`config.mk`:
```
export PLATFORM = sky130hd
export DESIGN_NAME = lsdpwm_ctrl
export DESIGN_NICKNAME = d
export VERILOG_FILES = /design/src/hw/lsdpwm_pkg.sv /design/src/hw/lsdpwm_ctrl.sv
export VERILOG_INCLUDE_DIRS = /design/src /design/src/hw
export SDC_FILE = /design/constraint.sdc
export NUM_CORES = 1
export LEC_CHECK = 0
export BUFFER_PORTS_ARGS = -buffer_cell sky130_fd_sc_hd__buf_2
export CORE_MARGIN = 5
export CORE_UTILIZATION = 30
export CTS_BUF_LIST = sky130_fd_sc_hd__clkbuf_4 sky130_fd_sc_hd__clkbuf_8
export DETAILED_ROUTE_END_ITERATION = 6
export GPL_TIMING_DRIVEN = 0
export HOLD_SLACK_MARGIN = 0.15
export SETUP_SLACK_MARGIN = 0.1
export SKIP_CTS_REPAIR_TIMING = 1
export SLEW_MARGIN = 20
export SYNTH_ARGS = -nofsm -noshare
export SYNTH_HDL_FRONTEND = slang
export SYNTH_SLANG_ARGS = --single-unit
```
`constraint.sdc`:
```
create_clock -name sys_clk -period 1.8 [get_ports sys_clk]
set_clock_uncertainty 0.1 [all_clocks]
set_input_delay 0.18 -clock sys_clk [delete_from_list [all_inputs] [get_ports sys_clk]]
set_output_delay 0.18 -clock sys_clk [all_outputs]
set_load 0.01 [all_outputs]
```
`src/hw/lsdpwm_cfg.svh`:
```
// Purpose: constants of the shutdown and pwm rate control block
// Assumes: 10 MHz system clock, 256 pwm steps per period
// Notes: step lengths derive from the rates and rounded down; never below one cycle
`ifndef LSDPWM_CFG_SVH
`define LSDPWM_CFG_SVH

`define LSDPWM_ADDR_RATE_SEL 8'h4B
`define LSDPWM_RATE_BIT 0
`define LSDPWM_RATE_RESET 1'b0
`define LSDPWM_CLK_HZ 10000000
`define LSDPWM_RATE_LOW_HZ 3000
`define LSDPWM_RATE_HIGH_HZ 22000
`define LSDPWM_STEPS 256
`define LSDPWM_STEP_CYC(hz) (((`LSDPWM_CLK_HZ / ((hz) * `LSDPWM_STEPS)) < 1) ? 1 : \
    (`LSDPWM_CLK_HZ / ((hz) * `LSDPWM_STEPS)))
`define LSDPWM_LOW_STEP_CYC `LSDPWM_STEP_CYC(`LSDPWM_RATE_LOW_HZ)
`define LSDPWM_HIGH_STEP_CYC `LSDPWM_STEP_CYC(`LSDPWM_RATE_HIGH_HZ)

`endif

```
`src/hw/lsdpwm_pkg.sv`:
```
// Purpose: types of the shutdown and pwm rate control block
// Assumes: constants live in lsdpwm_cfg.svh
// Notes: mode codes are one-hot
package lsdpwm_pkg;

    typedef enum logic [1:0] {
        LSDPWM_SHUT = 2'b01,
        LSDPWM_RUN = 2'b10
    } lsdpwm_mode_t;

    typedef struct packed {
        logic pin_meta;
        logic pin_sync;
        logic pin_prev;
        lsdpwm_mode_t mode;
        logic hw_shutdown;
        logic serial_reset;
        logic rate_sel;
        logic rate_high;
        logic [7:0] prescale;
        logic [7:0] step;
        logic period_start;
        logic [7:0] rdata;
        logic rd_hit;
    } lsdpwm_state_t;

endpackage : lsdpwm_pkg

```
`src/hw/lsdpwm_ctrl.sv`:
```
// Purpose: hardware shutdown pin handling and common pwm rate selection
// Assumes: register port driven by the serial interface on sys_clk
// Notes: rate change and restart both land on a period boundary
`include "lsdpwm_cfg.svh"

module lsdpwm_ctrl (
    // clock and reset
    input wire logic sys_clk,
    input wire logic nrst,
    // shutdown pin, asynchronous
    input wire logic hw_shutdown_n_pin,
    // register port from the serial interface
    input wire logic reg_wr_en,
    input wire logic reg_rd_en,
    input wire logic [7:0] reg_addr,
    input wire logic [7:0] reg_wdata,
    output logic [7:0] reg_rdata,
    output logic reg_rd_hit,
    // status and control to the rest of the device
    output logic hw_shutdown,
    output logic serial_reset,
    output logic pwm_rate_select_bit,
    output logic pwm_rate_high,
    // common pwm timebase for every led_output_channel
    output logic [7:0] pwm_step,
    output logic pwm_period_start
);
    import lsdpwm_pkg::*;

    localparam int LOW_PERIOD = `LSDPWM_LOW_STEP_CYC * `LSDPWM_STEPS;
    localparam int HIGH_PERIOD = `LSDPWM_HIGH_STEP_CYC * `LSDPWM_STEPS;

    lsdpwm_state_t r_reg;
    lsdpwm_state_t r_next;
    logic rate_wr;
    logic [7:0] step_last;

    assign rate_wr = reg_wr_en && (reg_addr == `LSDPWM_ADDR_RATE_SEL);
    assign step_last = r_reg.rate_high ? 8'(`LSDPWM_HIGH_STEP_CYC - 1) : 8'(`LSDPWM_LOW_STEP_CYC - 1);

    always_comb begin
        r_next = r_reg;
        r_next.pin_meta = hw_shutdown_n_pin;
        r_next.pin_sync = r_reg.pin_meta;
        r_next.pin_prev = r_reg.pin_sync;
        r_next.hw_shutdown = ~r_reg.pin_sync;
        r_next.serial_reset = r_reg.pin_sync & ~r_reg.pin_prev;
        r_next.period_start = 1'b0;
        // writes are taken in every mode; the pin touches no register
        if (rate_wr) begin
            r_next.rate_sel = reg_wdata[`LSDPWM_RATE_BIT];
        end
        r_next.rd_hit = reg_rd_en;
        if (reg_rd_en) begin
            r_next.rdata = (reg_addr == `LSDPWM_ADDR_RATE_SEL) ? {7'h00, r_reg.rate_sel} : 8'h00;
        end
        case (r_reg.mode)
            LSDPWM_SHUT: begin
                // park the timebase so the first run edge opens a full period
                r_next.prescale = step_last;
                r_next.step = 8'hFF;
                if (r_reg.pin_sync) begin
                    r_next.mode = LSDPWM_RUN;
                end else begin
                    // frozen on the way out, so the rate changes no earlier than the first wrap
                    r_next.rate_high = r_reg.rate_sel;
                end
            end
            LSDPWM_RUN: begin
                if (!r_reg.pin_sync) begin
                    r_next.mode = LSDPWM_SHUT;
                end else if (r_reg.prescale >= step_last) begin
                    r_next.prescale = 8'h00;
                    r_next.step = r_reg.step + 8'h01;
                    if (r_reg.step == 8'hFF) begin
                        // a new rate only at the wrap, so no pulse is cut short
                        r_next.period_start = 1'b1;
                        r_next.rate_high = r_reg.rate_sel;
                    end
                end else begin
                    r_next.prescale = r_reg.prescale + 8'h01;
                end
            end
            default: begin
                r_next.mode = LSDPWM_SHUT;
            end
        endcase
    end

    always_ff @(posedge sys_clk) begin
        if (!nrst) begin
            r_reg <= '{pin_meta: 1'b0, pin_sync: 1'b0, pin_prev: 1'b0, mode: LSDPWM_SHUT,
                       hw_shutdown: 1'b1, serial_reset: 1'b0, rate_sel: `LSDPWM_RATE_RESET,
                       rate_high: `LSDPWM_RATE_RESET, prescale: 8'h00, step: 8'h00,
                       period_start: 1'b0, rdata: 8'h00, rd_hit: 1'b0};
        end else begin
            r_reg <= r_next;
        end
    end

    assign reg_rdata = r_reg.rdata;
    assign reg_rd_hit = r_reg.rd_hit;
    assign hw_shutdown = r_reg.hw_shutdown;
    assign serial_reset = r_reg.serial_reset;
    assign pwm_rate_select_bit = r_reg.rate_sel;
    assign pwm_rate_high = r_reg.rate_high;
    assign pwm_step = r_reg.step;
    assign pwm_period_start = r_reg.period_start;

    // helper: cycles since the last period start
    logic [15:0] gap_reg;
    logic seen_reg;
    logic wdata_bit;
    assign wdata_bit = reg_wdata[`LSDPWM_RATE_BIT];
    always_ff @(posedge sys_clk) begin
        if (!nrst || hw_shutdown) begin
            gap_reg <= 16'h0001;
            seen_reg <= 1'b0;
        end else if (pwm_period_start) begin
            gap_reg <= 16'h0001;
            seen_reg <= 1'b1;
        end else begin
            gap_reg <= gap_reg + 16'h0001;
        end
    end
endmodule : lsdpwm_ctrl

```
### After elaboration in Yosys (flattened, before gate mapping)

Cells that the tools add are included.

| storage, ports and cells | value |
|---|---|
| word-level logic and storage cells | 49 |
| bits of input ports | 21 |
| bits in registers | 35 |
| output and inout bits | 22 |

| operators by class | value |
|---|---|
| mux-type cells | 13 |
| reductions and logical operators | 7 |
| eq/ne operators | 10 |
| bitwise operators | 3 |
| $lt $le $gt $ge | 1 |
| add/subtract/negate cells | 2 |

Operator list:

| cell | count |
|---|---|
| one-hot mux 17 bit (2 select lines) | 1 |
| 2-to-1 mux 18 bit | 1 |
| adder 8 x 1 -> 8 bit, second input constant | 2 |
| != test 2 bit, second input constant | 6 |
| 2-to-1 mux 9 bit | 1 |
| equality test 8 x 7 -> 1 bit, second input constant | 1 |
| equality test 8 bit, second input constant | 1 |
| >= comparator 8 x 4 -> 1 bit | 1 |
| 2-to-1 mux 8 bit | 1 |
| 2-to-1 mux 1 bit | 5 |
| AND reduction 5 bit | 1 |
| 2-to-1 mux 2 bit | 2 |
| 2-to-1 mux 4 bit | 1 |
| one-hot mux 2 bit (2 select lines) | 1 |
| AND reduction 2 bit | 2 |
| AND reduction 4 bit | 1 |
| AND reduction 3 bit | 1 |
| equality test 2 x 1 -> 1 bit, second input constant | 1 |
| equality test 2 bit, second input constant | 1 |
| inverter 1 bit | 2 |
| nonzero test 2 bit | 1 |
| AND 1 bit | 1 |
| logical AND 1 bit | 1 |

### Longest topological paths before layout

| depth | value |
|---|---|
| word-level depth | 5 |
| gate-level depth with buffers | 7 |
| gate-level depth less buffers | 6 |

### Worst setup path before layout

OpenSTA, ideal clock, no wires.

| path | value |
|---|---|
| path type | flip-flop to flip-flop |
| from | register r_reg (netlist bit pwm_rate_high) |
| to | register r_reg (netlist bit pwm_step[1]) |
| data arrival time | 1.745 ns |
| required time | 1.581 ns |
| setup slack | -0.164 ns |
| clock period less this slack | 1.964 ns |
| library setup time | 0.119 ns |
| path buffers | 0 |
| cell stages (with the launch flop) | 7 |
| path through | dfxtp_1 inv_1 ha_1 a21bo_2 a2111oi_4 nor2_2 o221a_2 |

| on the way | value |
|---|---|
| word-level cells in the longest chain between the ends | 4 |

RTL lines:

| what | RTL line | RTL |
|---|---|---|
| start: declaration | lsdpwm_ctrl.sv:33 | `lsdpwm_state_t r_reg;` |
| start signal: assignment | lsdpwm_ctrl.sv:92 | `r_reg <= '{pin_meta: 1'b0, pin_sync: 1'b0, pin_prev: 1'b0, mode: LSDPWM_SHUT,` |
| start signal: assignment | lsdpwm_ctrl.sv:97 | `r_reg <= r_next;` |
| 2-to-1 mux 4 bit | lsdpwm_ctrl.sv:39 | `` assign step_last = r_reg.rate_high ? 8'(`LSDPWM_HIGH_STEP_CYC - 1) : 8'(`LSDPWM_LOW_STEP_CYC - 1); `` |
| >= comparator 8 x 4 -> 1 bit | lsdpwm_ctrl.sv:72 | `end else if (r_reg.prescale >= step_last) begin` |
| != test 2 bit (no source line) | n/a |  |
| AND reduction 3 bit (no source line) | n/a |  |

Every way passes these cells.
A chain may end at the register's enable or synchronous reset.

### Final worst setup path

| path | value |
|---|---|
| from | register r_reg[20] (netlist name) |
| to | register r_reg (netlist bit pwm_step[6]) |

| on the way | value |
|---|---|
| word-level cells in the longest chain between the ends | 3 |

RTL lines:

| what | RTL line |
|---|---|
| >= comparator 8 x 4 -> 1 bit | lsdpwm_ctrl.sv:72 |
| != test 2 bit (no source line) | n/a |
| AND reduction 3 bit (no source line) | n/a |

Every way passes these cells.

==> metrics.md <==
| Metric | Value |
|---|---|
| Vias per inst | 4.64 |
| Horiz. Die Dim | between 70 and 80 um |
| Final Cycle Share | 1.13 |
| Final WS setup | -234 ps |
| Critical hold path startpoint | reg_wr_en |
| Ys flop type | dfxtp_1 |
| Netlist cell types | 47 |
| Max_cap viols | 0 |
| R2R Path End | pwm_step[6] |
| Post-layout util | 0.405 |
| FFs w/ async S/R, synth | 0 |
| Synthesis-stage register bit count | 28 |
| Detailed-route wire length per cell | 11.8 um |
| Worst-path clk slew | 100 ps |
| Fin area | roughly 1900 um^2 |
| Worst-Skew Late Latency | ~280 ps |
| Final Hold Vio Count | 0 |
| Outcome | complete, but fails checks |
| Crit. End Element | flip-flop |
| Hold Path End | pwm_rate_select_bit |
| GRT Total Usage | 0.104 |
| Post-DRT Antenna Nets | 0 |
| Layout area overhead | 30.7% |
| HPWL Detailed | 2280 um |
| GR Layer Usage met2 | 0.167 |
| Leading area contributor after synthesis | dfxtp_1 |
| Met3 Use GR | 0.0135 |
| Peak supply drop | 253 uV |
| # IOs | 43 |
| CP max-delay cell | a2111oi_4 |
| Chip height | 79.9 um |
| WP data arrival | 2110 ps |
| CP startpoint kind | flip-flop |
| Placed cell areas | 1720 um^2 |
| Setup-failing EPs final | 18 |
| DIE AREA | 6380 um^2 |
| Tmin final | 2030 ps |
| Failing checks | setup timing |
| HP Class | input port to flip-flop |
| Post-Syn Instances | 156 |
| Largest net degree at the start of global routing | 16 |
| Crit-path cells | inv_4, ha_4, a21bo_4, a2111oi_4, buf_4, a211oi_2, o221a_2 |
| CP peak stage delay | 480 ps |
| Starting DRC count in detailed routing | between 70 and 80 |
| Cell with the most instances after synthesis | dfxtp_1 |
| Number of nets in the layout | between 200 and 250 |
| Synth top area cells | dfxtp_1, buf_4, ha_1 |
| WP data required | between 1500 and 2000 ps |
| Cell area after synthesis | 1460 um^2 |
| # diodes | 0 |
| RSZ-0062 raised after global routing | true |
| Headroom to the max-slew limit | 0.612 |
| Synth cell count leaders | dfxtp_1, buf_4, inv_1, nand2_1 |
| CP max FO | 5 |
| Port buffer count | 27 |
| Maximum buffer depth of the clock tree | 2 |
| Initial DRT Pass Iterations | 4 |
| CTS sink count | 28 |
| Worst R2R Start | r_reg[20] |
| Syn Area/Cell | 9.38 um^2 |
| Slew Limit Fails | 0 |
| H-tree levels | 1 |
| Slew @ Worst Pin | 568 ps |
| Total wire length | 3200 um |
| Reg2reg path depth | 7 |
| Synth warnings | 0 |
| Clock root buffer | clkbuf_8 |
| Type of the worst setup path | flip-flop to flip-flop |
| Initial antenna violation count | 0 |
| Synth top area share | 0.383 |
| Remaining global-route overflow | 0 |
| DR vias | 1262 |
| Num CTS Buffers | 3 |
| First-pass GRT wire length | roughly 5300 um |
| Pwr dens | 654 nW/um^2 |
| Share of cells above drive strength 1 | 0.366 |
| Leak | 0.000833 uW |
| Grt met1 use | 0.137 |
| Core ar. | 4720 um^2 |
| Reg-to-reg slack, setup | -230 ps |
| Layer carrying the most global-route usage | met2 |
| Initial Util | 0.310 |
| F_max | 492 MHz |
| Depth of the worst hold-timing path | 4 |
| Site Rows | 25 |
| Max reg flops | 11 |
| Sequential area share after synthesis | 0.383 |
| Vias in the first global route | ~1100 |
| RePlAce Congestion | roughly 0.8 |
| DRC Markers | 0 |
| TritonCTS clock tree | built |
| Post-synth EDFFs | 0 |
| Fill count | 469 |
-- per-layer routing --
metal,vias to the layer above,wire length (um)
met5,-,0
met4,0,64
li1,648,-
met1,581,1480
met2,27,1520
met3,6,135
-- power breakdown --
group          internal (uW)  total (uW)  switching [uW]  leakage [uW]
Clock                    196         393             197     0.0000288
Sequential               640         665            25.0      0.000233
Combinational            103         192            89.4      0.000572
-- metrics by stage --
| stage | instances | hold WS [ps] | setup slack (ps) | power [uW] | setup TNS, ps |
|---|---|---|---|---|---|
| after detailed placement | 256 | 278 | -251 | 849 | -2460 |
| after global placement | 256 | 270 | -276 | 847 | -2600 |
| after global routing | 272 | 199 | -305 | 1320 | -3730 |
| final | 272 | 163 | -234 | 1250 | -2170 |
| after floorplan | 162 | 202 | -27.5 | 797 | -139 |
| after CTS | 260 | 5.78 | -302 | 1250 | -3040 |
-- placed cells by master (no fill, tap or decap), types with 3 or more instances in the layout --
| cell | instances |
|---|---|
| a31oi_1 | 5 |
| buf_4 | 22 |
| nand4_1 | 3 |
| nor3_1 | 3 |
| nor2_1 | 5 |
| dfxtp_1 | 24 |
| clkbuf_8 | 4 |
| o2111a_1 | 3 |
| buf_2 | 28 |
| nand3_1 | 5 |
| clkbuf_1 | 3 |
| a211oi_2 | 4 |
| conb_1 | 7 |
| nand2b_1 | 3 |
| o21a_1 | 3 |
| nand2_1 | 9 |
| and2_1 | 6 |
| ha_1 | 4 |
| a21oi_1 | 5 |
| dlygate4sd3_1 | 6 |
| inv_1 | 7 |
-- final cells by class --
type / instances / area [um^2] / share of cell area
flip-flops and latches: 28 / 571 / 0.298
clock buffers: 4 / 55.1 / 0.0288
repair buffers: 39 / 240 / 0.126
multi-input cells: 104 / 779 / 0.407
well taps: 67 / 83.8 / 0.0438
inverters: 9 / 36.3 / 0.0190
plain buffers: 21 / 148 / 0.0772
-- kinds of logic (layout without fill, tap and decap cells) --
family          count (synthesis)  count (layout)  share of synthesized area
compound gates                 36              36                      0.217
xor+xnor                        1               1                    0.00598
fa+ha+maj                       5               5                     0.0427
buf+inv                        30              73                      0.124
flops                          28              28                      0.383
mux                             2               2                     0.0137
other cells                     1               7                    0.00256
simple gates                   53              53                      0.211
-- worst max-delay path by stage --
stage              start     endpoint  slack (ps)  cells past startpoint
3_3_place_gp   r_reg[20]  pwm_step[3]        -280                      6
5_1_grt        r_reg[20]  pwm_step[6]        -300                      7
2_1_floorplan  r_reg[20]  pwm_step[1]         -30                      6
6_report       r_reg[20]  pwm_step[6]        -230                      7
4_1_cts        r_reg[20]  pwm_step[2]        -300                      6
3_5_place_dp   r_reg[20]  pwm_step[2]        -250                      6
-- critical path, delay by kind of cell (launching register included) --
family                     cells  cell delay [ps]
DFF                            1              390
buffers and inverters          2              230
AOI/OAI and AO/OA              4              990
adders and majority gates      1              230
No activity file was read; power rests on OpenSTA's default activity.
